===== config.mk =====
export PLATFORM = sky130hd
export DESIGN_NAME = uts_core
export DESIGN_NICKNAME = d
export VERILOG_FILES = /design/src/core/uts_pkg.sv /design/src/core/uts_core.sv
export SDC_FILE = /design/constraint.sdc
export NUM_CORES = 1
export LEC_CHECK = 0
export BUFFER_PORTS_ARGS = -buffer_cell sky130_fd_sc_hd__buf_2
export CAP_MARGIN = 10
export CORE_AREA = 2 2 110 123
export CTS_CLUSTER_SIZE = 40
export DETAILED_ROUTE_END_ITERATION = 12
export DIE_AREA = 0 0 112 125
export PLACE_DENSITY = 0.6
export SYNTH_ARGS = -nofsm -noshare
export SYNTH_HDL_FRONTEND = slang
export SYNTH_SLANG_ARGS = --single-unit

===== constraint.sdc =====
create_clock -name clk_sys -period 6.93 [get_ports clk_sys]
set_clock_uncertainty 0.2 [all_clocks]
set_input_delay 0 -clock clk_sys [delete_from_list [all_inputs] [get_ports clk_sys]]
set_output_delay 0 -clock clk_sys [all_outputs]
set_load 0.02 [all_outputs]

===== src/core/uts_pkg.sv =====
/*
 * uts_pkg: register map, field layout, token codes and carrier types for
 * the usb transfer status and token register slice.
 * assumes a 32-bit axi4-lite register bus and a usb engine on the same clock.
 */
`default_nettype none
package uts_pkg;
   // register byte offsets, one aligned word each
   localparam int                ADDR_W      = 5;
   localparam logic [ADDR_W-1:0] OFS_STATUS  = 5'h00; // transfer_status_window
   localparam logic [ADDR_W-1:0] OFS_FRAME   = 5'h04; // frame_count_upper_register
   localparam logic [ADDR_W-1:0] OFS_TOKEN   = 5'h08; // host_token_register
   localparam logic [ADDR_W-1:0] OFS_IFLAG   = 5'h0c; // usb_irq_flags, read only
   localparam logic [ADDR_W-1:0] OFS_ICLEAR  = 5'h10; // write one to clear
   localparam logic [ADDR_W-1:0] OFS_IENABLE = 5'h14; // interrupt enables

   // status entry field positions
   localparam int ST_EP_LSB = 4;
   localparam int ST_DIR    = 3;
   localparam int ST_ODD    = 2;

   // frame number layout
   localparam int FRAME_W  = 11;
   localparam int FRMH_LSB = 8;
   localparam int FRMH_W   = 3;

   // token register fields and codes
   localparam int         TOK_KIND_LSB = 4;
   localparam logic [3:0] TOK_SETUP    = 4'hd;
   localparam logic [3:0] TOK_IN       = 4'h9;
   localparam logic [3:0] TOK_OUT      = 4'h1;

   // interrupt flag bit positions
   localparam int IRQ_W   = 3;
   localparam int IRQ_TRN = 0;
   localparam int IRQ_SOF = 1;
   localparam int IRQ_OVF = 2;

   // fifo depth and axi responses
   localparam int         STAT_DEPTH  = 4;
   localparam logic [1:0] RESP_OKAY   = 2'h0;
   localparam logic [1:0] RESP_DECERR = 2'h3;

   // one completed transaction as reported by the usb engine
   typedef struct packed {
      logic [3:0] ep;
      logic       dir;
      logic       odd;
   } uts_xact_t;

   // start-of-frame token with its frame number
   typedef struct packed {
      logic               seen;
      logic [FRAME_W-1:0] frame;
   } uts_sof_t;

   typedef enum logic [2:0] {
      SEL_STATUS, SEL_FRAME, SEL_TOKEN, SEL_IFLAG, SEL_ICLEAR, SEL_IENABLE, SEL_NONE
   } uts_sel_t;
endpackage : uts_pkg
`default_nettype wire


===== src/core/uts_core.sv =====
/*
 * uts_core: axi4-lite register slice holding the transaction status fifo,
 * the upper frame number bits, the host token register and the interrupt.
 * assumes the usb engine runs on clk_sys and gives one-cycle strobes.
 */
// Added by the designer: the address map and the AXI4-Lite slave port.
// Contract
// - status entry bits 7-4 hold the endpoint of the last transfer
// - status bit 3 is one for transmit, zero for receive
// - status bit 2 is one for odd bank, zero for even bank
// - status entries queue in a four-deep fifo; register shows the head
// - clearing the transaction-done flag pops the head entry
// - frame-high register shows frame number bits 10-8 in bits 2-0
// - each start-of-frame token loads the frame-high bits
// - token kinds: 1101 setup, 1001 in, 0001 out
// - unimplemented bits read as zero
`default_nettype none
module uts_core
   import uts_pkg::*;
#(
   parameter int DEPTH = STAT_DEPTH
)(
   // clock and reset
   input  wire logic                   clk_sys,
   input  wire logic                   rst_b,
   // axi4-lite write
   input  wire logic [31:0]            s_axi_awaddr,
   input  wire logic                   s_axi_awvalid,
   output var  logic                   s_axi_awready,
   input  wire logic [31:0]            s_axi_wdata,
   input  wire logic [3:0]             s_axi_wstrb,
   input  wire logic                   s_axi_wvalid,
   output var  logic                   s_axi_wready,
   output var  logic [1:0]             s_axi_bresp,
   output var  logic                   s_axi_bvalid,
   input  wire logic                   s_axi_bready,
   // axi4-lite read
   input  wire logic [31:0]            s_axi_araddr,
   input  wire logic                   s_axi_arvalid,
   output var  logic                   s_axi_arready,
   output var  logic [31:0]            s_axi_rdata,
   output var  logic [1:0]             s_axi_rresp,
   output var  logic                   s_axi_rvalid,
   input  wire logic                   s_axi_rready,
   // usb engine events
   input  wire logic                   xact_done,
   input  wire uts_pkg::uts_xact_t     xact_info,
   input  wire uts_pkg::uts_sof_t      sof_in,
   // token command and interrupt
   output var  logic [3:0]             token_kind,
   output var  logic [3:0]             token_endpoint,
   output var  logic                   token_go,
   output var  logic                   irq
);
   import uts_pkg::*;

   localparam int CW = $clog2(DEPTH + 1);

   // shift-register fifo keeps the head at slot 0, so no read pointer
   generate
      if (DEPTH < 1 || DEPTH > 15)
      begin : g_bad_depth
         $error("uts_core: DEPTH must be 1 to 15");
      end
   endgenerate

   typedef struct packed {
      logic                   awready;
      logic                   wready;
      logic                   bvalid;
      logic [1:0]             bresp;
      logic                   arready;
      logic                   rvalid;
      logic [1:0]             rresp;
      logic [31:0]            rdata;
      logic                   aw_hold;
      logic [ADDR_W-1:0]      awaddr;
      logic                   w_hold;
      logic [7:0]             wdata;
      logic                   wbyte;
      uts_xact_t [DEPTH-1:0]  q;
      logic [CW-1:0]          cnt;
      logic [FRMH_W-1:0]      frame_hi;
      logic [3:0]             tok_kind;
      logic [3:0]             tok_ep;
      logic                   tok_go;
      logic                   sof_flag;
      logic                   ovf_flag;
      logic [IRQ_W-1:0]       irq_en;
      logic                   irq;
   } uts_state_t;

   uts_state_t st_reg;
   uts_state_t st_next;

   // address decode shared by read and write paths
   function automatic uts_sel_t uts_decode(input logic [ADDR_W-1:0] a);
      case (a)
         OFS_STATUS:  uts_decode = SEL_STATUS;
         OFS_FRAME:   uts_decode = SEL_FRAME;
         OFS_TOKEN:   uts_decode = SEL_TOKEN;
         OFS_IFLAG:   uts_decode = SEL_IFLAG;
         OFS_ICLEAR:  uts_decode = SEL_ICLEAR;
         OFS_IENABLE: uts_decode = SEL_IENABLE;
         default:     uts_decode = SEL_NONE;
      endcase
   endfunction : uts_decode

   function automatic logic uts_token_legal(input logic [3:0] k);
      uts_token_legal = (k == TOK_SETUP) || (k == TOK_IN) || (k == TOK_OUT);
   endfunction : uts_token_legal

   // next-state logic for the whole block
   always_comb
   begin
      logic              pop;
      logic              push;
      logic              clr_sof;
      logic              clr_ovf;
      logic [CW-1:0]     idx;
      logic [IRQ_W-1:0]  flags;
      pop     = 1'b0;
      push    = xact_done;
      clr_sof = 1'b0;
      clr_ovf = 1'b0;
      idx     = '0;
      flags   = '0;
      st_next = st_reg;
      st_next.tok_go = 1'b0;

      // address and data may arrive in either order
      if (s_axi_awvalid && st_reg.awready)
      begin
         st_next.aw_hold = 1'b1;
         st_next.awaddr  = s_axi_awaddr[ADDR_W-1:0];
      end
      if (s_axi_wvalid && st_reg.wready)
      begin
         st_next.w_hold = 1'b1;
         st_next.wdata  = s_axi_wdata[7:0];
         st_next.wbyte  = s_axi_wstrb[0]; // all live bits sit in byte 0
      end
      if (s_axi_bready && st_reg.bvalid)
         st_next.bvalid = 1'b0;

      // perform the write once both halves are held
      if (st_reg.aw_hold && st_reg.w_hold && !st_reg.bvalid)
      begin
         st_next.aw_hold = 1'b0;
         st_next.w_hold  = 1'b0;
         st_next.bvalid  = 1'b1;
         st_next.bresp   = RESP_OKAY;
         case (uts_decode(st_reg.awaddr))
            SEL_TOKEN:
               if (st_reg.wbyte)
               begin
                  st_next.tok_kind = st_reg.wdata[TOK_KIND_LSB +: 4];
                  st_next.tok_ep   = st_reg.wdata[3:0];
                  // reserved kinds are stored but never launched
                  st_next.tok_go   = uts_token_legal(st_reg.wdata[TOK_KIND_LSB +: 4]);
               end
            SEL_ICLEAR:
               if (st_reg.wbyte)
               begin
                  pop     = st_reg.wdata[IRQ_TRN] && (st_reg.cnt != '0);
                  clr_sof = st_reg.wdata[IRQ_SOF];
                  clr_ovf = st_reg.wdata[IRQ_OVF];
               end
            SEL_IENABLE:
               if (st_reg.wbyte)
                  st_next.irq_en = st_reg.wdata[IRQ_W-1:0];
            SEL_STATUS, SEL_FRAME, SEL_IFLAG: ; // read-only, write ignored
            default: st_next.bresp = RESP_DECERR;
         endcase
      end
      st_next.awready = !st_next.aw_hold && !st_next.bvalid;
      st_next.wready  = !st_next.w_hold && !st_next.bvalid;

      // read path answers one cycle after the address is taken
      if (s_axi_rready && st_reg.rvalid)
         st_next.rvalid = 1'b0;
      if (s_axi_arvalid && st_reg.arready)
      begin
         st_next.rvalid = 1'b1;
         st_next.rresp  = RESP_OKAY;
         st_next.rdata  = '0;
         case (uts_decode(s_axi_araddr[ADDR_W-1:0]))
            SEL_STATUS:
            begin
               st_next.rdata[ST_EP_LSB +: 4] = st_reg.q[0].ep;
               st_next.rdata[ST_DIR]         = st_reg.q[0].dir;
               st_next.rdata[ST_ODD]         = st_reg.q[0].odd;
            end
            SEL_FRAME:
               st_next.rdata[FRMH_W-1:0] = st_reg.frame_hi;
            SEL_TOKEN:
               st_next.rdata[7:0] = {st_reg.tok_kind, st_reg.tok_ep};
            SEL_IFLAG:
            begin
               st_next.rdata[IRQ_TRN] = (st_reg.cnt != '0);
               st_next.rdata[IRQ_SOF] = st_reg.sof_flag;
               st_next.rdata[IRQ_OVF] = st_reg.ovf_flag;
            end
            SEL_IENABLE:
               st_next.rdata[IRQ_W-1:0] = st_reg.irq_en;
            SEL_ICLEAR: ; // write-only, reads zero
            default: st_next.rresp = RESP_DECERR;
         endcase
      end
      st_next.arready = !st_next.rvalid;

      // status fifo: pop shifts toward slot 0, push lands behind the tail
      if (pop)
      begin
         for (int i = 0; i < DEPTH - 1; i++)
            st_next.q[i] = st_reg.q[i+1];
      end
      idx = st_reg.cnt - CW'(pop);
      if (push && (idx < CW'(DEPTH)))
      begin
         st_next.q[idx] = xact_info;
         st_next.cnt    = idx + CW'(1);
      end
      else
         st_next.cnt = idx;

      // sticky events: a new event beats a clear in the same cycle
      st_next.sof_flag = (st_reg.sof_flag && !clr_sof) || sof_in.seen;
      st_next.ovf_flag = (st_reg.ovf_flag && !clr_ovf) || (push && idx >= CW'(DEPTH));

      // frame bits follow every start-of-frame token
      if (sof_in.seen)
         st_next.frame_hi = sof_in.frame[FRMH_LSB +: FRMH_W];

      // done flag is a level, high while the fifo holds an entry
      flags[IRQ_TRN] = (st_next.cnt != '0);
      flags[IRQ_SOF] = st_next.sof_flag;
      flags[IRQ_OVF] = st_next.ovf_flag;
      st_next.irq    = |(flags & st_next.irq_en);
   end

   // single state register
   always_ff @(posedge clk_sys or negedge rst_b)
   begin
      if (!rst_b)
         st_reg <= '0;
      else
         st_reg <= st_next;
   end

   // outputs straight from the state register
   assign s_axi_awready  = st_reg.awready;
   assign s_axi_wready   = st_reg.wready;
   assign s_axi_bvalid   = st_reg.bvalid;
   assign s_axi_bresp    = st_reg.bresp;
   assign s_axi_arready  = st_reg.arready;
   assign s_axi_rvalid   = st_reg.rvalid;
   assign s_axi_rresp    = st_reg.rresp;
   assign s_axi_rdata    = st_reg.rdata;
   assign token_kind     = st_reg.tok_kind;
   assign token_endpoint = st_reg.tok_ep;
   assign token_go       = st_reg.tok_go;
   assign irq            = st_reg.irq;

   logic rd_status;
   logic rd_frame;
   assign rd_status = s_axi_arvalid && s_axi_arready && (s_axi_araddr[ADDR_W-1:0] == OFS_STATUS);
   assign rd_frame  = s_axi_arvalid && s_axi_arready && (s_axi_araddr[ADDR_W-1:0] == OFS_FRAME);
endmodule : uts_core
`default_nettype wire


# Word-level counts from Yosys, hierarchy flattened

Index checks and enable logic that the tools add are counted.

Register bits after elaboration: 78
Latch bits: 0
Bits in writable memories: 0
Bits in read-only memories: 0
Output and inout port bits: 51
Word-level logic and storage cells: 138
Memories kept: 0

$add $sub $neg: 2
Multipliers: 0
Divide/modulo/power cells: 0
Magnitude comparators: 4
Equality and inequality tests: 23
Shift-type cells: 0
Muxes and demuxes: 38
Bitwise gates (word level): 1
Reduce and logical (&&, ||, !) cells: 36

Operators with widths:

| cell                 | number |
|---|---|
| $mux W18             | 2 |
| $pmux W3 S6          | 2 |
| $mux W35             | 1 |
| $bwmux W24           | 1 |
| $mux W3              | 7 |
| $eq A5 B4 Y1 const B | 4 |
| $eq A5 B5 Y1 const B | 4 |
| $mux W1              | 16 |
| $logic_and A1 B1 Y1  | 15 |
| $demux W6 S2         | 1 |
| $eq A3 B2 Y1 const B | 4 |
| $eq A3 B3 Y1 const B | 4 |
| $mux W6              | 2 |
| $reduce_or A6 Y1     | 2 |
| $eq A5 B3 Y1 const B | 2 |
| $logic_not A5 Y1     | 2 |
| $mux W10             | 1 |
| $pmux W5 S2          | 1 |
| $eq A4 B4 Y1 const B | 2 |
| $pmux W2 S4          | 1 |
| $logic_not A1 Y1     | 7 |
| $eq A3 B1 Y1 const B | 2 |
| $logic_not A3 Y1     | 2 |
| $lt A3 B3 Y1 const B | 2 |
| 12 further kinds     | 17 |

# Depth between registers and ports, before layout

Gate-level depths: netlist of run 1.

Depth in word-level cells: 13
Depth in mapped cells: 11
Mapped depth without buffers: 10

# Worst setup path before layout of run 1

Ideal clock, no wire load.

Kind: reg2reg
Start point: register st_reg[56] in the netlist's numbering
End point: register st_reg, in the netlist irq
Setup time: 0.126 ns
Arrival: 2.917 ns
Path slack: 3.687 ns
Stages on the path, launching flop included: 11
Path buffers: 1
Period minus slack after synthesis: 3.243 ns
Cells stage by stage: dfrtp_1 or4b_4 or4_1 nor2_1 ha_1 xnor2_1 and2_1 clkbuf_1 nand3_1 mux2_4 a221o_1

RTL lines:

| item                   | line            | source |
|---|---|---|
| from (decl)            | uts_core.sv:93  | `uts_state_t st_reg;` |
| from (signal assigned) | uts_core.sv:248 | `st_reg <= st_next;` |

==> impl_metrics.yaml, run 1 <==
sta:
  slew_violations: 0
  slew-limit-headroom_pct: 36.06
  hold_viol: 0
  worst_pin_slew_ns: 0.9591
  grt_setup_unrepaired: "no"
  finalSetupViolations: 0
  fmax_mhz: 290.8
  setup_tns_ns: 0
  hold_slack_ns: 0.01386
  finalCritPeriodShare_pct: 49.62
  period_needed_ns: 3.439
  fin_ws_ns: 3.491
global_route:
  use_met2_pct: 20.43
  busiest_layer: "met2"
  gr-total-overflow: 0
  grt_max_degree: 77
  met1_usage_pct: 13.50
  grt_pass1_vias: 2597
  grt_pass1_wl_um: 12790
  antenna_found_initial: 0
  met3_usage_pct: 3.393
  gr-usage-all-layers_pct: 11.35
detailed_routing:
  drtPass1Iterations: 4
  drtAntennaViolNets: 0
  num_vias: 2502
  wire_per_inst_um: 13.72
  vias_per_cell: 4.444
  wl_um: 7725
  drc: 0
  drt-initial-drc-count: 72
logic_synthesis:
  ys_warn_count: 0
  ys_types: 41
  syn_area_per_cell_um2: 11.93
  seq_area_frac_synth_pct: 50.60
  netlist_area_um2: 3759
  synthFlopType: "dfrtp_1"
  synth_edf_count: 0
  synth-seq-cells: 76
  syn_inst: 315
  synthArstFlopShare_pct: 100.0
worst_setup_path:
  endpoint_kind: "flop"
  cp_max_fo: 19
  worst_setup_path_start_kind: "flop"
  crit_path_start: "st_reg[56]"
  worst-setup-path-type: "flop to flop"
  r2r_start: "st_reg[56]"
  crit_required_ns: 6.93
  arrival_ns: 3.44
finish:
  final.fill_count: 1297
  seqCellArea_um2: 1902
  area_delta_synth_final_pct: 24.90
  nets: 528
  n_antenna_cell: 0
  largest_register_ffs: 51
  multiInputGateArea_um2: 1526
  drive_gt1_share_pct: 33.08
power_and_ir_drop:
  p_per_area_nw_per_um2: 301.9
  power_leakage_nw: 2.173
  max-vdd-ir-drop_mv: 0.1874
floorplan:
  start_util_pct: 29.18
  die_w_um: 112
  io_pins: 177
  fp.coreArea_um2: 12880
  die_area_um2: 14000
  dieHeight_um: 125
  rows: 44
place:
  port_buffers: 63
  dp_hpwl_um: 5507
  dp_slack_ns: 3.481
  gp_congestion: 0.7510
cts:
  clk_latency_ns: 0.33
  cts_tree: "done"
  numClockSinks: 76
  h-tree-depth: 3
  clockRootBuffer: "clkbuf_16"
  clk_pin_slew_worst_paths_ns: 0.06
  clockBufferDepth: 2
  post_cts_resize_count: 0
  cts_buffers: 9
run_status:
  outcome: "completed"
worst_hold_path:
  worstHoldStart: "s_axi_araddr[4]"
  hold_class: "input pin to flop"
job:
  drv_cap: 0
cells in the final DEF, fill, tap and decap left out, drive strengths merged, types with 2 or more instances in the layout:
cell type,instances
inv,10
ha,5
nand2,19
nand3b,2
nand2b,2
o21ai,6
dlygate4sd3,38
and2,3
clkbuf,9
nand3,2
a211oi,3
nor2,18
conb,24
or4,2
buf,65
xnor2,3
nor3,4
a22o,2
mux2i,20
nor4b,2
mux2,47
dfrtp,76
o31ai,5
o22ai,2
clkinv,4
bufinv,2
a21oi,13
metal layers:
layer	routed length (µm)	share of wire, %
met5	0	0
met4	73	0.94
met1	3357	43
met3	306	4.0
met2	3988	52
cell families (layout without fill, tap and decap cells):
| group | count (synthesis) | in the layout | synth area share (%) |
|---|---|---|---|
| flops | 76 | 76 | 50.60 |
| mux | 68 | 68 | 20.71 |
| buf+inv | 65 | 129 | 11.32 |
| simple gates | 59 | 59 | 7.956 |
| compound gates | 38 | 38 | 6.459 |
| fa+ha+maj | 5 | 5 | 1.664 |
| xor+xnor | 3 | 3 | 1.199 |
| other cells | 1 | 24 | 0.09977 |
stage by stage:
step           instance area, µm²  utilization (%)  power (mW)  instances
5_1_grt                      4695            36.44       1.493        563
4_1_cts                      4695            36.44       1.432        563
3_3_place_gp                 3998            31.03      0.9005        509
2_1_floorplan                3845                -      0.8423        338
3_5_place_dp                 3998            31.03      0.9116        509
6_report                     4695            36.44       1.417        563
what timing repair did:
action,4_1_cts,5_1_grt
buffers inserted,0,0
hold buffers,38,0
endpoints found under the hold margin,137,0
setup endpoints to repair,0,0
synthesized netlist by cell type (all sizes together), types with 2 or more instances:
master	n	area (µm²)
and2	3	18.77
dfrtp	76	1902
a21oi	13	65.06
nor4b	2	17.52
ha	5	62.56
a211oi	3	22.52
o31ai	5	37.54
clkbuf	8	30.03
mux2i	20	200.2
nor3	4	20.02
xnor2	3	45.05
o21ai	6	30.03
or4	2	15.01
nor2	18	67.56
nand2b	2	12.51
nand3	2	10.01
a22o	2	17.52
mux2	47	555.5
nand2	19	71.32
inv	10	37.54
nand3b	2	15.01
buf	47	357.8
o22ai	2	12.51
path summary, 6_finish.rpt:
path / end / slack (ns) / depth (start not counted)
worst min register to register: token_go / 0.27 / 1
worst min-delay path: s_axi_rdata[6] / 0.01 / 3
worst max register to register: irq / 3.49 / 10
worst max-delay path: irq / 3.49 / 10
max in group asynchronous: st_reg[41] / 5.67 / 3
min in group asynchronous: st_reg[59] / 0.23 / 3
power by group:
part | total, mW | switching [mW] | internal (mW)
Sequential | 0.608 | 0.0693 | 0.539
Combinational | 0.315 | 0.157 | 0.158
Clock | 0.494 | 0.180 | 0.314
worst max-delay path, stage by stage (launching register included):
cell and delay, ns:
dfrtp_1 0.40, or4b_4 0.58, nor4_4 0.28, buf_4 0.37, xnor2_4 0.19, inv_1 0.10, ha_1 0.20, ha_1 0.29
nand3_1 0.08, mux2_4 0.28, a221o_1 0.33
area by class of cell:
class	count	area share, %
clock buffer	9	4.797
clock inverter	7	1.946
inverter	10	0.7996
multi-input combinational	197	32.52
sequential	76	40.51
tap	161	4.291
timing repair buffer	103	15.14
(Power assumes the default switching activity.)
==> inputs of run 2 (changes only) <==
==> constraint.sdc (replaced) <==
create_clock -name clk_sys -period 3.31 [get_ports clk_sys]
set_clock_uncertainty 0.2 [all_clocks]
set_input_delay 0 -clock clk_sys [delete_from_list [all_inputs] [get_ports clk_sys]]
set_output_delay 0 -clock clk_sys [all_outputs]
set_load 0.02 [all_outputs]
==> run 2 against run 1 <==
Effect of this change:
- clock power grew 140%
- sequential share of layout area fell by 1.4 points
- non-clock buffer count is 12 higher
- power increased by 120%
- design area up 3.7%
- critical endpoint unchanged
- largest power group unchanged
==> impl_metrics.yaml, run 2 (same netlist as run 1, synthesis figures left out) <==
run_status:
  outcome: "completed"
worst_setup_path:
  crit_required_ns: 3.30
  cpMostUsedCell: "buf_4"
  endpoint_kind: "flop"
  worst_setup_path_start_kind: "flop"
  crit_chain: "or4b_4, buf_4, nor4_4, buf_4, xnor2_4, inv_2, ha_1, ha_4, nand3_1, mux2_4, a221o_1"
  cp_slowest_stage_delay_ns: 0.54
  worst-setup-path-type: "flop to flop"
  arrival_ns: 3.21
  cp_top_family: "simple AND/OR/NAND/NOR gates"
  cp_max_fo: 3
  cp_slowest_cell: "or4b_4"
  crit_buf_inv: 3
sta:
  grt_setup_unrepaired: "no"
  slew_violations: 0
  period_needed_ns: 3.219
  finalSetupViolations: 0
  fmax_mhz: 310.6
  worst_pin_slew_ns: 0.9490
  finalCritPeriodShare_pct: 97.26
  hold_viol: 0
  slew-limit-headroom_pct: 36.73
  fin_ws_ns: 0.09074
place:
  dp_hpwl_um: 5806
  dp.cells: 520
  dp_slack_ns: -0.007672
  gp_congestion: 0.7417
  port_buffers: 63
finish:
  n_antenna_cell: 0
  largest_register_ffs: 51
  final_common_cell: "dfrtp_1"
  final.fill_count: 1285
  final_cell_mix: "dfrtp_1 (76), buf_2 (63), mux2_2 (40)"
  nets: 540
  final_cells: 575
  drive_gt1_share_pct: 35.99
  post-route-util_pct: 37.79
  area_delta_synth_final_pct: 29.53
job:
  drv_cap: 0
floorplan:
  die_w_um: 112
  rows: 44
  dieHeight_um: 125
  start_util_pct: 29.18
  io_pins: 177
  fp.coreArea_um2: 12880
  die_area_um2: 14000
global_route:
  antenna_found_initial: 0
  gr-total-overflow: 0
  grt_max_degree: 77
  gr-usage-all-layers_pct: 11.60
  grt_pass1_wl_um: 13050
  grt_pass1_vias: 2586
power_and_ir_drop:
  max-vdd-ir-drop_mv: 0.4338
  p_per_area_nw_per_um2: 648.3
  power_leakage_nw: 2.256
cts:
  h-tree-depth: 3
  clockRootBuffer: "clkbuf_16"
  numClockSinks: 76
  clk_pin_slew_worst_paths_ns: 0.06
  clockBufferDepth: 2
  cts_buffers: 9
  cts_tree: "done"
  clk_latency_ns: 0.33
detailed_routing:
  wire_per_inst_um: 13.58
  drtPass1Iterations: 4
  drc: 0
  wl_um: 7809
  drtAntennaViolNets: 0
  num_vias: 2485
  drt-initial-drc-count: 82
  vias_per_cell: 4.322
worst_hold_path:
  hold_class: "input pin to flop"
-- run 2: layout make-up --
cell class	count	area, µm²	area share, %
flip-flops and latches	76	1902	39.06
well taps	161	201.4	4.138
clock inverters	4	120.1	2.467
multi-input cells	197	1563	32.10
clock buffers	12	246.5	5.063
inverters	10	37.54	0.7710
repair buffers	115	798.3	16.40
-- run 2: repair_timing --
item,CTS,global route
pin swaps,5,3
hold buffers,37,0
hold endpoints to repair,137,0
setup endpoints to repair,1,1
resized for setup,4,2
setup buffers,0,2
-- run 2: path summary, 6_finish.rpt --
kind                            slack [ns]              to  depth (start not counted)            start
worst max-delay path                  0.09             irq                         11       st_reg[56]
worst min-delay path                 0.002  s_axi_rdata[5]                          3  s_axi_araddr[4]
worst max register to register        0.09             irq                         11       st_reg[56]
worst min register to register        0.26        token_go                          1       st_reg[51]
max in group asynchronous             2.06      st_reg[42]                          3            rst_b
min in group asynchronous             0.24      st_reg[59]                          3            rst_b
-- run 2: routing by layer --
metal | vias to the layer above | wire length, µm | track usage (%) | share of wire (%)
met5 | - | 0 | 0 | 0
met4 | 0 | 72 | 2.439 | 0.92
met3 | 7 | 340 | 3.781 | 4.4
met2 | 57 | 4024 | 20.53 | 52
met1 | 1205 | 3372 | 13.81 | 43
li1 | 1216 | - | - | -
-- run 2: metrics by stage --
stage | hold WS (ns) | cell area [µm²] | setup TNS (ns) | power [mW]
2_1_floorplan | -0.4956 | 3845 | 0 | 1.763
3_3_place_gp | -0.008722 | 4080 | 0 | 1.921
3_5_place_dp | 0.002147 | 4080 | -0.007672 | 1.948
4_1_cts | 0.005353 | 4841 | 0 | 3.188
5_1_grt | 0.02094 | 4868 | 0 | 3.321
6_report | 0.002245 | 4868 | 0 | 3.156
-- run 2: worst reg2reg max path, stage by stage (launching register included) --
cell and delay, ns:
dfrtp_1 0.38, or4b_4 0.54, buf_4 0.17, nor4_4 0.25, buf_4 0.18, xnor2_4 0.12, inv_2 0.06, ha_1 0.22
ha_4 0.28, nand3_1 0.08, mux2_4 0.28, a221o_1 0.34
-- run 2: report_power, final --
group | internal (mW) | total (mW) | switching (mW)
combinational | 0.353 | 0.694 | 0.340
clock | 0.834 | 1.19 | 0.355
sequential | 1.13 | 1.27 | 0.145
total | 2.32 | 3.16 | 0.841
